## config.mk

```make
export PLATFORM = sky130hd
export DESIGN_NAME = dtc_core
export DESIGN_NICKNAME = d
export VERILOG_FILES = /design/src/pkg/dtc_pkg.sv /design/src/hw/dtc_core.sv /design/src/hw/dtc_tick_div.sv
export VERILOG_INCLUDE_DIRS = /design/src /design/src/pkg
export SDC_FILE = /design/constraint.sdc
export NUM_CORES = 1
export LEC_CHECK = 0
export BUFFER_PORTS_ARGS = -buffer_cell sky130_fd_sc_hd__buf_2
export CORE_ASPECT_RATIO = 1.4
export CORE_MARGIN = 2
export CORE_UTILIZATION = 59
export DETAILED_ROUTE_END_ITERATION = 12
export PLACE_DENSITY_LB_ADDON = 0.15
export RECOVER_POWER = 25
export SYNTH_ARGS = -nofsm -noshare
export SYNTH_HDL_FRONTEND = slang
export SYNTH_SLANG_ARGS = --single-unit
export TNS_END_PERCENT = 1
```

## constraint.sdc

```tcl
create_clock -name clk -period 2.4 [get_ports clk]
set_input_delay 0.12 -clock clk [delete_from_list [all_inputs] [get_ports clk]]
set_output_delay 0.12 -clock clk [all_outputs]
set_load 0.02 [all_outputs]
```

## src/pkg/dtc_defs.svh

```systemverilog
/*
 * constants of the dual timer/counter core: register offsets, field
 * positions, reset values and timing counts.
 * assumes it is included by bare name from design files.
 */
`ifndef DTC_DEFS_SVH
`define DTC_DEFS_SVH

// ----------------------------------------------------------------
// register offsets
// ----------------------------------------------------------------
`define DTC_ADDR_A_LOW   8'h8A
`define DTC_ADDR_B_LOW   8'h8B
`define DTC_ADDR_A_HIGH  8'h8C
`define DTC_ADDR_B_HIGH  8'h8D
`define DTC_ADDR_CTRL    8'hA0
`define DTC_ADDR_STATUS  8'hA1
`define DTC_ADDR_MASK    8'hA2

// ----------------------------------------------------------------
// control register fields
// ----------------------------------------------------------------
`define DTC_CTRL_MODE_LO 0
`define DTC_CTRL_MODE_HI 1
`define DTC_CTRL_SRC     2
`define DTC_CTRL_GATE    3
`define DTC_CTRL_RUN_A   4
`define DTC_CTRL_RUN_B   6

// ----------------------------------------------------------------
// status / mask fields
// ----------------------------------------------------------------
`define DTC_ST_OVF_A     0
`define DTC_ST_OVF_B     1

// ----------------------------------------------------------------
// reset values and counts
// ----------------------------------------------------------------
`define DTC_RST_BYTE     8'h00
`define DTC_RST_FLAGS    2'h0
`define DTC_TICK_DIV     2
`define DTC_PRESC_MAX    5'h1F

`endif

```

## src/pkg/dtc_pkg.sv

```systemverilog
/*
 * types of the dual timer/counter core.
 * assumes nothing beyond a SystemVerilog compiler.
 */
package dtc_pkg;
    typedef enum logic [1:0] {
        DTC_MODE_PRESC  = 2'b00,
        DTC_MODE_16BIT  = 2'b01,
        DTC_MODE_RELOAD = 2'b10,
        DTC_MODE_SPLIT  = 2'b11
    } dtc_mode_e;
endpackage

```

## src/hw/dtc_core.sv

```systemverilog
/*
 * dual 8/16-bit timer/counter core: first timer with four modes, second
 * timer count bytes, register port, overflow flags and interrupt.
 * register map: the four count bytes, a control byte (mode, source, gate
 * and both run bits), a status byte of sticky overflow flags cleared by
 * writing one, and an interrupt mask of the same layout.
 * assumes count and gate pins are synchronous to clk; the second timer's
 * own counting modes live elsewhere, only its bytes and its run/flag
 * bits used by the split mode are kept here.
 * limitation: a 16-bit count is two separate bytes with no read latch, so
 * software reading it while running must read high, low, then high again.
 */
// Summary of operation
// - source select 0: first timer advances once every two system clocks.
// - source select 1: first timer advances on each falling edge of count pin.
// - mode 00: high byte counts, low byte 5-bit prescaler; mode 01: 16-bit.
// - mode 10: low byte counts, reloaded from high byte on overflow.
// - mode 11: low byte is independent 8-bit counter under first timer controls.
// - mode 11: high byte runs on second run bit, sets second overflow flag.
// - first timer low and high bytes read/write, reset to 00h.
// - second timer low and high bytes read/write, reset to 00h.
// - first timer advances only while its run bit is 1.
// - gating bit 1 also requires the gate pin high to count.
// - first overflow flag set by hardware, cleared on interrupt vectoring.
`timescale 1ns/1ps
`include "dtc_defs.svh"
module dtc_core
    import dtc_pkg::*;
(
    input  wire logic       clk,
    input  wire logic       srst,
    input  wire logic [7:0] reg_addr,
    input  wire logic [7:0] reg_wdata,
    input  wire logic       reg_wr,
    input  wire logic       reg_rd,
    output logic      [7:0] reg_rdata,
    input  wire logic       timer_a_count_pin,
    input  wire logic       timer_a_gate_pin,
    input  wire logic       timer_a_vector_ack,
    input  wire logic       timer_b_vector_ack,
    output logic            irq
);
    // ----------------------------------------------------------------
    // state
    // ----------------------------------------------------------------
    logic [7:0] timer_a_count_low;
    logic [7:0] timer_a_count_high;
    logic [7:0] timer_b_count_low;
    logic [7:0] timer_b_count_high;
    logic [7:0] ctrl;
    logic [1:0] status;
    logic [1:0] mask;
    logic       pin_prev;
    logic       tick2;

    dtc_tick_div #(
        .DIV (`DTC_TICK_DIV)
    ) u_div (
        .clk  (clk),
        .srst (srst),
        .tick (tick2)
    );

    // ----------------------------------------------------------------
    // control decode
    // ----------------------------------------------------------------
    wire dtc_mode_e timer_a_mode_field =
        dtc_mode_e'(ctrl[`DTC_CTRL_MODE_HI:`DTC_CTRL_MODE_LO]);
    wire timer_a_source_select = ctrl[`DTC_CTRL_SRC];
    wire timer_a_gating_bit    = ctrl[`DTC_CTRL_GATE];
    wire timer_a_run_bit       = ctrl[`DTC_CTRL_RUN_A];
    wire timer_b_run_bit       = ctrl[`DTC_CTRL_RUN_B];
    wire timer_a_overflow_flag = status[`DTC_ST_OVF_A];
    wire timer_b_overflow_flag = status[`DTC_ST_OVF_B];

    // ----------------------------------------------------------------
    // count enables
    // ----------------------------------------------------------------
    // the divider runs free, so the first timed step after a start lands within two clocks
    // count pin is taken as synchronous, so one register is enough to see a fall
    wire pin_fall = pin_prev & ~timer_a_count_pin;
    wire src_evt  = timer_a_source_select ? pin_fall : tick2;
    wire enable_a = timer_a_run_bit
                  & (~timer_a_gating_bit | timer_a_gate_pin);
    wire step_a   = src_evt & enable_a;
    // split high byte keeps timer mode only; its own gate/source belong to timer b
    wire step_h   = tick2 & timer_b_run_bit;

    // ----------------------------------------------------------------
    // register port decode
    // ----------------------------------------------------------------
    function automatic logic wr_hit(input logic [7:0] a, input logic [7:0] off);
        return reg_wr && (a == off);
    endfunction

    wire wr_al   = wr_hit(reg_addr, `DTC_ADDR_A_LOW);
    wire wr_ah   = wr_hit(reg_addr, `DTC_ADDR_A_HIGH);
    wire wr_bl   = wr_hit(reg_addr, `DTC_ADDR_B_LOW);
    wire wr_bh   = wr_hit(reg_addr, `DTC_ADDR_B_HIGH);
    wire wr_ctl  = wr_hit(reg_addr, `DTC_ADDR_CTRL);
    wire wr_st   = wr_hit(reg_addr, `DTC_ADDR_STATUS);
    wire wr_mask = wr_hit(reg_addr, `DTC_ADDR_MASK);

    // ----------------------------------------------------------------
    // counting per mode
    // ----------------------------------------------------------------
    // one incrementer per byte; bit 8 is the carry that marks an all-ones wrap
    function automatic logic [8:0] inc8(input logic [7:0] v);
        return {1'b0, v} + 9'h001;
    endfunction

    wire [8:0] low_inc    = inc8(timer_a_count_low);
    wire [8:0] high_inc   = inc8(timer_a_count_high);
    wire       low_carry  = low_inc[8];
    wire       high_carry = high_inc[8];

    // mode 00: only the low five bits prescale, the top three bits hold
    wire       presc_wrap = (timer_a_count_low[4:0] == `DTC_PRESC_MAX);
    wire [7:0] presc_low  = presc_wrap ? {timer_a_count_low[7:5], 5'h00}
                                       : low_inc[7:0];
    wire [7:0] presc_high = presc_wrap ? high_inc[7:0] : timer_a_count_high;
    wire       presc_ovf  = presc_wrap & high_carry;

    // mode 01: the low byte carries into the high byte
    wire [7:0] wide_high  = low_carry ? high_inc[7:0] : timer_a_count_high;
    wire       wide_ovf   = low_carry & high_carry;

    // mode 10: the wrap takes the high byte in place of zero
    wire [7:0] reload_low = low_carry ? timer_a_count_high : low_inc[7:0];

    logic [7:0] next_low;
    logic [7:0] next_high;
    logic       ovf_a;
    logic       ovf_b;

    always_comb begin
        next_low  = timer_a_count_low;
        next_high = timer_a_count_high;
        ovf_a     = 1'b0;
        ovf_b     = 1'b0;
        case (timer_a_mode_field)
            DTC_MODE_PRESC: begin
                if (step_a) begin
                    next_low  = presc_low;
                    next_high = presc_high;
                    ovf_a     = presc_ovf;
                end
            end
            DTC_MODE_16BIT: begin
                if (step_a) begin
                    next_low  = low_inc[7:0];
                    next_high = wide_high;
                    ovf_a     = wide_ovf;
                end
            end
            DTC_MODE_RELOAD: begin
                if (step_a) begin
                    next_low = reload_low;
                    ovf_a    = low_carry;
                end
            end
            DTC_MODE_SPLIT: begin
                if (step_a) begin
                    next_low = low_inc[7:0];
                    ovf_a    = low_carry;
                end
                if (step_h) begin
                    next_high = high_inc[7:0];
                    ovf_b     = high_carry;
                end
            end
            default: begin
                next_low  = timer_a_count_low;
                next_high = timer_a_count_high;
            end
        endcase
    end

    // ----------------------------------------------------------------
    // flags: hardware set wins over vectoring or software clear
    // ----------------------------------------------------------------
    wire  [1:0] set_flags  = {ovf_b, ovf_a};
    wire  [1:0] ack_flags  = {timer_b_vector_ack, timer_a_vector_ack};
    wire  [1:0] wclr_flags = wr_st ? reg_wdata[1:0] : 2'h0;
    wire  [1:0] clr_flags  = ack_flags | wclr_flags;
    wire  [1:0] next_status;

    generate
        for (genvar f = 0; f < 2; f++) begin : g_flag
            // an overflow in the clearing cycle keeps its flag
            assign next_status[f] = set_flags[f] | (status[f] & ~clr_flags[f]);
        end
    endgenerate

    always_ff @(posedge clk) begin
        if (srst) begin
            status <= `DTC_RST_FLAGS;
        end else begin
            status <= next_status;
        end
    end

    // ----------------------------------------------------------------
    // registers
    // ----------------------------------------------------------------
    // a software write to a count byte overrides that cycle's step
    always_ff @(posedge clk) begin
        if (srst) begin
            timer_a_count_low <= `DTC_RST_BYTE;
        end else begin
            timer_a_count_low <= wr_al ? reg_wdata : next_low;
        end
    end

    always_ff @(posedge clk) begin
        if (srst) begin
            timer_a_count_high <= `DTC_RST_BYTE;
        end else begin
            timer_a_count_high <= wr_ah ? reg_wdata : next_high;
        end
    end

    // second timer bytes are plain storage here
    always_ff @(posedge clk) begin
        if (srst) begin
            timer_b_count_low <= `DTC_RST_BYTE;
        end else if (wr_bl) begin
            timer_b_count_low <= reg_wdata;
        end
    end

    always_ff @(posedge clk) begin
        if (srst) begin
            timer_b_count_high <= `DTC_RST_BYTE;
        end else if (wr_bh) begin
            timer_b_count_high <= reg_wdata;
        end
    end

    // the second run bit lives here too; it only feeds the split high byte
    always_ff @(posedge clk) begin
        if (srst) begin
            ctrl <= `DTC_RST_BYTE;
        end else if (wr_ctl) begin
            ctrl <= reg_wdata;
        end
    end

    always_ff @(posedge clk) begin
        if (srst) begin
            mask <= `DTC_RST_FLAGS;
        end else if (wr_mask) begin
            mask <= reg_wdata[1:0];
        end
    end

    // reset to the idle high level; a pin held low at release shows one fall, not counted as the run bit is still 0
    always_ff @(posedge clk) begin
        if (srst) begin
            pin_prev <= 1'b1;
        end else begin
            pin_prev <= timer_a_count_pin;
        end
    end

    // ----------------------------------------------------------------
    // read port and interrupt
    // ----------------------------------------------------------------
    // reads have no side effect; only a write of one or vectoring clears a flag
    wire  [7:0] status_rd = {6'h00, timer_b_overflow_flag, timer_a_overflow_flag};
    wire  [7:0] mask_rd   = {6'h00, mask};
    logic [7:0] rd_mux;
    always_comb begin
        case (reg_addr)
            `DTC_ADDR_A_LOW:  rd_mux = timer_a_count_low;
            `DTC_ADDR_A_HIGH: rd_mux = timer_a_count_high;
            `DTC_ADDR_B_LOW:  rd_mux = timer_b_count_low;
            `DTC_ADDR_B_HIGH: rd_mux = timer_b_count_high;
            `DTC_ADDR_CTRL:   rd_mux = ctrl;
            `DTC_ADDR_STATUS: rd_mux = status_rd;
            `DTC_ADDR_MASK:   rd_mux = mask_rd;
            default:          rd_mux = 8'h00;
        endcase
    end

    always_ff @(posedge clk) begin
        if (srst) begin
            reg_rdata <= 8'h00;
        end else begin
            reg_rdata <= reg_rd ? rd_mux : 8'h00;
        end
    end

    // built from the next flags so the interrupt rises on the edge that sets the flag
    wire next_irq = |(next_status & mask);
    always_ff @(posedge clk) begin
        if (srst) begin
            irq <= 1'b0;
        end else begin
            irq <= next_irq;
        end
    end
endmodule

```

## src/hw/dtc_tick_div.sv

```systemverilog
/*
 * divider giving a one-cycle enable every DIV clocks.
 * assumes a single clock with synchronous active-high reset.
 */
`timescale 1ns/1ps
`include "dtc_defs.svh"
module dtc_tick_div
    import dtc_pkg::*;
#(
    parameter int DIV = `DTC_TICK_DIV
) (
    input  wire logic clk,
    input  wire logic srst,
    output logic      tick
);
    localparam int CW = (DIV > 1) ? $clog2(DIV) : 1;
    localparam logic [CW-1:0] LAST = CW'(DIV - 1);

    logic [CW-1:0] cnt;
    wire           at_last = (cnt == LAST);

    always_ff @(posedge clk) begin
        if (srst) begin
            cnt  <= '0;
            tick <= 1'b0;
        end else begin
            cnt  <= at_last ? '0 : cnt + CW'(1);
            tick <= at_last;
        end
    end
endmodule

```

==> results.py, run 1 <==
metrics = {
    "status": {
        "status": "finished, violations left",
        "violations": "capacitance limit, slew limit",
    },
    "sta": {
        "rsz0062_at_grt": "no",
        "layout_min_cycle_time_ps": 2270,
        "hold_viol_final": 0,
        "finalSetupViolCount": 0,
        "final_max_slew_viol_count": 36,
        "finalCritPeriodShare_pct": 94.5,
        "finalSetupTns_ps": 0,
        "finClkSkew_ps": 8.82,
        "fmax_mhz": 441,
        "relSlewSlack_pct": -2.81,
        "worst_pin_slew_ps": 1540,
    },
    "routing": {
        "drt_pre_antenna_iters": 5,
        "ant_nets": 0,
        "vias": 2960,
        "viasPerCell": 6.35,
        "drtIter0Drc": 169,
        "wl_per_cell_um": 18.8,
        "drc": 0,
        "wirelength_um": 8740,
    },
    "critical_path": {
        "worstPathRequired_ps": 2610,
        "reg2reg_from": "timer_a_count_low[0]",
        "max_stage_delay_ps": 530,
        "startpoint": "timer_a_count_low[0]",
        "critPathMaxFanout": 16,
        "path_cells": "ha_1, and4_1, o2111a_2, o22ai_4, or4_1, a311oi_1",
        "crit_type": "flip-flop to flip-flop",
        "cp-end-kind": "flip-flop",
        "cp_slowest_cell": "or4_1",
        "critPathLaunchType": "flip-flop",
        "critPathArrivalTime_ps": 2480,
    },
    "synth": {
        "synthFlopType": "dfxtp_1",
        "ys_ff_latch": 56,
        "synth_edf_count": 0,
        "ys_warn_count": 0,
        "synth_commonest_cells": "56 x dfxtp_1, 51 x nor2_1, 29 x nand2_1",
        "ys_seq_area_share_pct": 36.4,
        "yosysMostFrequentCell": "dfxtp_1",
        "synth.largest_area_cell": "dfxtp_1",
        "synth_top_area_share_pct": 36.4,
        "synthDistinctLibCells": 59,
        "async_reset_ff_share_pct": 0,
        "ys_top_cells_by_area": "dfxtp_1 36%, mux2i_1 6.5%, nor2_1 6.2%",
        "syn_nets": 397,
        "syn-cell-area_sq_um": 3080,
        "synth_cells": 366,
        "syn_area_per_cell_sq_um": 8.42,
    },
    "finish": {
        "layout-drive-gt1-share_pct": 13.8,
        "stdcell_count": 466,
        "area_growth_syn_to_layout_pct": 10.8,
        "num_antenna_cells": 0,
        "fin_nets": 430,
    },
    "clocking": {
        "clk_pin_slew_ps": 100,
        "clk_latency_ps": 310,
        "clock_sinks": 56,
        "cts-htree-levels": 2,
        "post_cts_buffers": 0,
        "clockRootBuffer": "clkbuf_8",
        "cts-buffers-inserted": 5,
        "cts_tree": "built",
        "cts_buffer_depth": 2,
    },
    "floorplanning": {
        "die-area_sq_um": 5830,
        "die_h_um": 89.5,
        "coreArea_sq_um": 5120,
        "initial_utilization_pct": 60.2,
        "die_w_um": 65.1,
        "rows": 31,
        "ioPinCount": 33,
    },
    "placed_design": {
        "placed_cells": 457,
        "globalplace.congestion": 0.917,
        "port_buffers": 32,
        "hpwl_um": 6500,
    },
    "global_routing": {
        "grt_util_all_layers_pct": 30.9,
        "antenna_found_initial": 0,
        "grt_pass1_wl_um": 13600,
        "grt_pass1_vias": 2688,
        "grt_max_degree": 36,
        "grt-ovfl-total": 0,
    },
    "power_and_ir_drop": {
        "p_leak_uw": 0.00122,
        "power_density_nw_per_um2": 457,
        "ir_drop_mv": 0.362,
    },
    "worst_hold_path": {
        "hold_start": "reg_wdata[7]",
        "holdCritPathClass": "input port to flip-flop",
    },
    "run": {
        "maxCapViolCount": 1,
    },
}
stage by stage:
| stage | hold slack, ps | instance area (sq um) | util, % | setup WS [ps] | total power [uW] |
|---|---|---|---|---|---|
| 3_5_place_dp | 323 | 3340 | 65.2 | 151 | 1060 |
| 3_3_place_gp | 316 | 3340 | 65.2 | 252 | 1060 |
| 5_1_grt | 105 | 3410 | 66.7 | 45.3 | 1620 |
| 4_1_cts | 3.95 | 3430 | 66.9 | 129 | 1570 |
| 6_report | 108 | 3410 | 66.7 | 132 | 1560 |
| 2_1_floorplan | 227 | 3080 | - | 399 | 1010 |
path summary, 6_finish.rpt:
check | end | depth (start not counted) | slack (ps)
min reg2reg | u_div.at_last | 1 | 430
max | timer_a_count_high[3] | 6 | 130
max reg2reg | timer_a_count_high[3] | 6 | 130
min | ctrl[7] | 3 | 110
layout by cell type, fill, tap and decap left out, types with 5 or more instances in the layout:
master | netlist | layout
a21oi_1 | 28 | 28
a221oi_1 | 9 | 9
a22oi_1 | 13 | 13
a311oi_1 | 5 | 5
buf_2 | 3 | 21
buf_4 | 0 | 11
clkbuf_1 | 15 | 14
clkbuf_8 | 0 | 5
dfxtp_1 | 56 | 56
ha_1 | 7 | 7
inv_1 | 7 | 7
mux2i_1 | 20 | 20
nand2_1 | 29 | 29
nand3_1 | 11 | 11
nor2_1 | 51 | 51
nor2b_1 | 6 | 6
nor3_1 | 8 | 8
nor3b_1 | 5 | 5
o21ai_0 | 9 | 9
o41ai_1 | 5 | 5
xnor2_1 | 6 | 6
cells by family after synthesis:
kind of cell	count (synthesis)	share of synthesized area [%]
AND/OR/NAND/NOR	156	26.7
AO/OA/AOI/OAI	91	21.4
flip-flops	56	36.4
buffers and inverters	28	3.77
multiplexers	22	7.22
adder cells (fa/ha/maj)	7	2.84
XOR/XNOR	6	1.70
power breakdown:
part / leakage (uW) / switching [uW] / total (uW) / internal [uW]
Combinational: 0.000728 / 70.7 / 108 / 37.3
Clock: 0.0000414 / 309 / 517 / 208
Sequential: 0.000452 / 3.35 / 936 / 933
Total: 0.00122 / 383 / 1560 / 1180
area by class of cell:
type | instances | area (sq um)
clock inverter | 2 | 16.3
multi-input combinational | 282 | 1850
clock buffer | 6 | 72.6
fill | 496 | 1710
inverter | 8 | 30.0
tap | 66 | 82.6
sequential | 56 | 1120
timing repair buffer | 46 | 246
state kept, by name (all words and copies together), names as in the netlist:
signal / cells
ctrl: 8
reg_rdata: 8
timer_a_count_high: 8
timer_a_count_low: 8
timer_b_count_high: 8
timer_b_count_low: 8
mask: 2
status: 2
irq: 1
pin_prev: 1
u_div.at_last: 1
u_div.tick: 1
layer usage:
metal | vias up | GRT usage, % | wire (um)
met5 | - | 0 | 0
met4 | 0 | 14.8 | 377
met3 | 31 | 5.16 | 640
met2 | 121 | 51.4 | 4250
met1 | 1381 | 39.1 | 3480
li1 | 1427 | - | -
repair_timing:
action	in CTS	in global routing
endpoints found under the hold margin	0	1
gates resized for setup	0	1
hold buffers	0	1
endpoints found under the setup margin	0	4
worst max-delay path, delay by kind of cell, from the launching register on:
| kind | cells | cell delay (ps) |
|---|---|---|
| AO/OA/AOI/OAI | 3 | 660 |
| adder cells (fa/ha/maj) | 1 | 240 |
| flip-flops | 1 | 500 |
| AND/OR/NAND/NOR | 2 | 790 |
Power figures use the tool's default switching activity.
==> inputs of run 2 (changes only) <==
- BUFFER_PORTS_ARGS: -buffer_cell sky130_fd_sc_hd__buf_2 -> -buffer_cell sky130_fd_sc_hd__buf_4
- CAP_MARGIN: not set -> 10
- SETUP_SLACK_MARGIN: not set -> 0.3
==> run 2 against run 1 <==
Against the previous run:
- register-to-register slack gained 190 ps
- highest routed layer unchanged
- via count grew 4.9%
- the run now ends clean
- largest cell class unchanged
- sequential power shrank 0.4%
- critical path depth is the same
- cell area grew 6.4%
- clock skew shrank 0.72 ps
==> results.py, run 2 (synthesis gave the netlist of run 1 again) <==
metrics = {
    "status": {
        "status": "finished, final reports clean",
    },
    "sta": {
        "layout_min_cycle_time_ps": 2080,
        "finalSetupTns_ps": 0,
        "hold_viol_final": 0,
        "fmax_mhz": 481,
        "finalCritPeriodShare_pct": 86.6,
        "finalSetupViolCount": 0,
        "relSlewSlack_pct": 58.6,
        "finClkSkew_ps": 8.10,
        "final_max_slew_viol_count": 0,
        "hold_slack_ps": 93.4,
        "rsz0062_at_grt": "yes",
        "worst_pin_slew_ps": 619,
    },
    "clocking": {
        "clockRootBuffer": "clkbuf_8",
        "clk_pin_slew_ps": 110,
        "cts_buffer_depth": 2,
        "cts_tree": "built",
        "cts-htree-levels": 2,
        "clk_latency_ps": 320,
        "cts-buffers-inserted": 5,
        "clock_sinks": 56,
    },
    "routing": {
        "wirelength_um": 9180,
        "vias": 3104,
        "drtIter0Drc": 219,
        "wl_per_cell_um": 19.3,
        "drt_pre_antenna_iters": 5,
        "top_layer_used": "met4",
        "ant_nets": 0,
        "drc": 0,
        "met3WireLength_um": 718,
        "met2_length_um": 4400,
        "met1_length_um": 3570,
        "viasPerCell": 6.53,
    },
    "power_and_ir_drop": {
        "cellInternalPower_uw": 1190,
        "p_leak_uw": 0.00131,
        "ir_drop_mv": 0.342,
        "p_switching_uw": 414,
        "sw_frac_of_total_pct": 25.8,
        "p_comb_share_pct": 7.3,
        "power_density_nw_per_um2": 441,
        "seqPwrFrac_pct": 58.1,
        "p_clk_share_pct": 34.6,
    },
    "finish": {
        "num_antenna_cells": 0,
        "area_growth_syn_to_layout_pct": 17.9,
        "post-route-cell-area_sq_um": 3630,
        "mostFrequentLayoutCells": "51 x nor2_1, 50 x dfxtp_1, 42 x buf_4",
        "final_common_cell": "nor2_1",
        "layout-drive-gt1-share_pct": 20.3,
        "fin_nets": 439,
        "final_util_pct": 71.0,
    },
    "critical_path": {
        "cp.buffers_inverters": 0,
        "r2r_cells": 6,
        "worstPathRequired_ps": 2640,
        "critPathMaxFanout": 8,
        "path_cells": "ha_1, and4_4, o2111a_2, o22ai_4, or4_1, a311oi_1",
        "cpLargestDelayFamily": "simple AND/OR/NAND/NOR gates",
        "crit_type": "flip-flop to flip-flop",
        "cp-end-kind": "flip-flop",
        "worst-path-stages": 6,
        "critPathArrivalTime_ps": 2320,
        "max_stage_delay_ps": 530,
        "critPathLaunchType": "flip-flop",
        "reg2reg_slack_ps": 320,
        "cp_slowest_cell": "or4_1",
    },
    "global_routing": {
        "grt-ovfl-total": 0,
        "grt_pass1_wl_um": 14300,
        "antenna_found_initial": 0,
        "grt_util_all_layers_pct": 32.3,
        "grt_max_degree": 56,
        "grt_pass1_vias": 2861,
    },
    "placed_design": {
        "placed_area_sq_um": 3410,
        "hpwl_um": 6450,
        "globalplace.congestion": 0.959,
        "port_buffers": 32,
    },
    "floorplanning": {
        "die-area_sq_um": 5830,
        "die_w_um": 65.1,
        "ioPinCount": 33,
        "rows": 31,
        "coreArea_sq_um": 5120,
        "die_h_um": 89.5,
        "initial_utilization_pct": 60.2,
    },
    "run": {
        "maxCapViolCount": 0,
    },
    "worst_hold_path": {
        "holdCritPathClass": "input port to flip-flop",
        "worstHoldPathCells": 3,
    },
}
==> run 2: changes by cell type in the layout (fill, tap and decap cells not counted), moves of 4 or more <==
cell / before / now
buf_2: 21 / 0
buf_4: 11 / 42
clkbuf_1: 14 / 10
dfxtp_1: 56 / 50
dfxtp_4: 0 / 4
==> run 2: what timing repair did <==
action                     4_1_cts  5_1_grt
setup endpoints to repair        6        8
gates resized for setup          7       17
hold endpoints to repair         1        0
hold buffers                     1        0
pin swaps                        1        4
cloned                           0        1
setup buffers                    2        7
==> run 2: cell type report <==
type | count | area (sq um)
clock buffers | 5 | 68.8
clock inverters | 3 | 25.0
fillers | 433 | 1490
inverters | 8 | 32.5
multi-input cells | 283 | 1920
flip-flops and latches | 56 | 1140
well taps | 66 | 82.6
repair buffers | 54 | 370
==> run 2: power by group through the flow <==
stage / clock, uW / sequential, uW / combinational (uW)
after floorplan: 0 / 956 / 53.2
after global placement: 0 / 957 / 111
after detailed placement: 0 / 957 / 112
after CTS: 550 / 935 / 114
after global routing: 583 / 933 / 125
final: 555 / 932 / 117
==> run 2: through the flow <==
stage,setup WS (ps),instances,total power (uW)
after floorplan,399,366,1010
after global placement,238,456,1070
after detailed placement,168,456,1070
after CTS,308,467,1600
after global routing,252,475,1640
final,321,475,1600
==> run 2: final timing paths <==
kind	start	to
worst max-delay path	timer_a_count_low[0]	timer_a_count_high[6]
worst min-delay path	reg_wdata[5]	ctrl[5]
worst max register to register	timer_a_count_low[0]	timer_a_count_high[6]
worst min register to register	u_div.at_last	u_div.at_last
==> run 2: worst min-delay path: stages <==
cell     delay, ps
buf_4          140
nand2_1         60
a21oi_1         50
==> run 2: metal layers <==
| metal | vias to the layer above | global-route usage (%) |
|---|---|---|
| li1 | 1447 | - |
| met1 | 1454 | 37.3 |
| met2 | 166 | 55.3 |
| met3 | 37 | 6.30 |
| met4 | 0 | 19.9 |
| met5 | - | 0 |
==> inputs of run 3 (changes only) <==
- CORE_UTILIZATION: 59 -> 53
- clock period: 2.4 -> 1.69 ns (I/O delays scaled with it)
==> run 3 against run 2 <==
Against the previous run:
- the run now ends with setup timing left
- register-to-register slack worse by 550 ps
- clock-buffer cell count did not move
- wire length is 11% higher
==> results.py, run 3 (synthesis gave the netlist of run 1 again) <==
metrics = {
    "floorplanning": {
        "die_h_um": 94.2,
        "rows": 32,
        "die_w_um": 68.5,
        "initial_utilization_pct": 55.4,
        "ioPinCount": 33,
        "die-area_sq_um": 6450,
        "coreArea_sq_um": 5570,
    },
    "finish": {
        "num_antenna_cells": 0,
        "fin_nets": 481,
        "multiInputGateArea_sq_um": 2000,
        "fill_cells": 463,
        "final_util_pct": 72.9,
        "final_common_cell": "buf_4",
        "stdcell_count": 519,
        "mostFrequentLayoutCells": "85 x buf_4, 51 x nor2_1, 51 x dfxtp_1",
        "area_growth_syn_to_layout_pct": 31.5,
        "layout-drive-gt1-share_pct": 30.4,
        "seqCellArea_sq_um": 1130,
    },
    "status": {
        "status": "finished, violations left",
        "violations": "setup timing",
    },
    "critical_path": {
        "reg2reg_from": "timer_a_count_low[0]",
        "critPathLaunchType": "flip-flop",
        "startpoint": "timer_a_count_low[0]",
        "reg2reg_slack_ps": -230,
        "worstReg2RegEnd": "timer_a_count_high[4]",
        "crit_type": "flip-flop to flip-flop",
        "cp-end-kind": "flip-flop",
        "critPathArrivalTime_ps": 2140,
        "critPathMaxFanout": 6,
        "worstPathRequired_ps": 1920,
        "r2r_cells": 6,
    },
    "global_routing": {
        "grt_util_all_layers_pct": 33.9,
        "met1_usage_pct": 40.7,
        "grt-busiest-layer": "met2",
        "grt_pass1_vias": 3241,
        "antenna_found_initial": 0,
        "use_met3_pct": 5.04,
        "grt_use_met2_pct": 55.8,
        "grt_max_degree": 56,
        "grt-ovfl-total": 0,
        "grt_pass1_wl_um": 16100,
    },
    "routing": {
        "vias": 3308,
        "viasPerCell": 6.37,
        "wirelength_um": 10200,
        "drc": 0,
        "drt_pre_antenna_iters": 5,
        "drtIter0Drc": 254,
        "ant_nets": 0,
        "wl_per_cell_um": 19.7,
    },
    "sta": {
        "rsz0062_at_grt": "yes",
        "finClkSkew_ps": 7.77,
        "relSlewSlack_pct": 62.1,
        "final_max_slew_viol_count": 0,
        "fmax_mhz": 522,
        "finalSetupViolCount": 16,
        "hold_viol_final": 0,
        "worst_slack_ps": -225,
        "finalCritPeriodShare_pct": 113,
        "worst_pin_slew_ps": 569,
        "finalSetupTns_ps": -2370,
        "layout_min_cycle_time_ps": 1920,
    },
    "placed_design": {
        "port_buffers": 32,
        "hpwl_um": 7100,
        "placed_cells": 497,
        "globalplace.congestion": 1.01,
        "preCtsSetupSlack_ps": -278,
    },
    "clocking": {
        "cts-htree-levels": 2,
        "clock_sinks": 56,
        "cts-buffers-inserted": 5,
        "cts_buffer_depth": 2,
        "cts_tree": "built",
        "clockRootBuffer": "clkbuf_8",
        "clk_latency_ps": 310,
        "clk_pin_slew_ps": 110,
    },
    "worst_hold_path": {
        "worstHoldPathCells": 3,
        "holdCritPathClass": "input port to flip-flop",
        "hold_start": "reg_wdata[7]",
        "holdPathEnd": "ctrl[7]",
    },
    "power_and_ir_drop": {
        "power.total_uw": 2270,
        "power_density_nw_per_um2": 559,
        "ir_drop_mv": 0.386,
        "p_leak_uw": 0.00155,
    },
    "run": {
        "maxCapViolCount": 0,
    },
}
## run 3: cell count changes in the layout (fill, tap and decap cells not counted), sizes merged
cell	change
clkinvlp	-1
clkbuf	-2
clkinv	+1
buf	+44
## run 3: how the worst max path moves through the flow
stage | endpoint | depth (start not counted)
4_1_cts | timer_a_count_high[4] | 6
3_5_place_dp | timer_a_count_high[4] | 6
2_1_floorplan | timer_a_count_high[3] | 7
5_1_grt | timer_a_count_high[4] | 6
6_report | timer_a_count_high[4] | 6
3_3_place_gp | timer_a_count_high[7] | 7
## run 3: layout make-up
class / count / area share (%)
clock inverter: 3 / 0.494
inverter: 8 / 0.926
multi-input combinational: 283 / 49.4
tap: 68 / 2.10
timing repair buffer: 96 / 17.4
sequential: 56 / 28.0
clock buffer: 5 / 1.70
## run 3: report_power, final
group          internal [uW]  switching, uW  leakage [uW]
Clock                    297            461     0.0000489
Combinational           78.6            106       0.00104
Sequential              1320           4.29      0.000455
Total                   1700            571       0.00155
## run 3: what timing repair did
| item | in CTS | in global routing |
|---|---|---|
| hold buffers | 1 | 0 |
| setup buffers | 8 | 4 |
| pin swaps | 13 | 9 |
| gates resized for setup | 17 | 8 |
| setup endpoints to repair | 19 | 29 |
| hold endpoints to repair | 1 | 0 |
| gates cloned | 1 | 0 |
## run 3: critical path, cell delays in order, from the launching register on
cell,delay (ps)
dfxtp_4,400
ha_4,140
and4_4,210
o2111a_2,230
o22ai_4,100
or4_1,480
a311oi_1,260
## run 3: through the flow
step | hold WS, ps | instance area (sq um)
3_5_place_dp | 283 | 3800
6_report | 54.0 | 4060
5_1_grt | 56.4 | 4060
3_3_place_gp | 278 | 3800
2_1_floorplan | 191 | 3160
4_1_cts | 46.7 | 4030
## run 3: metal layers
layer | vias to the layer above | wire length, um
met5 | - | 0
met4 | 0 | 607
met3 | 47 | 569
met2 | 142 | 5000
met1 | 1590 | 4040
li1 | 1529 | -
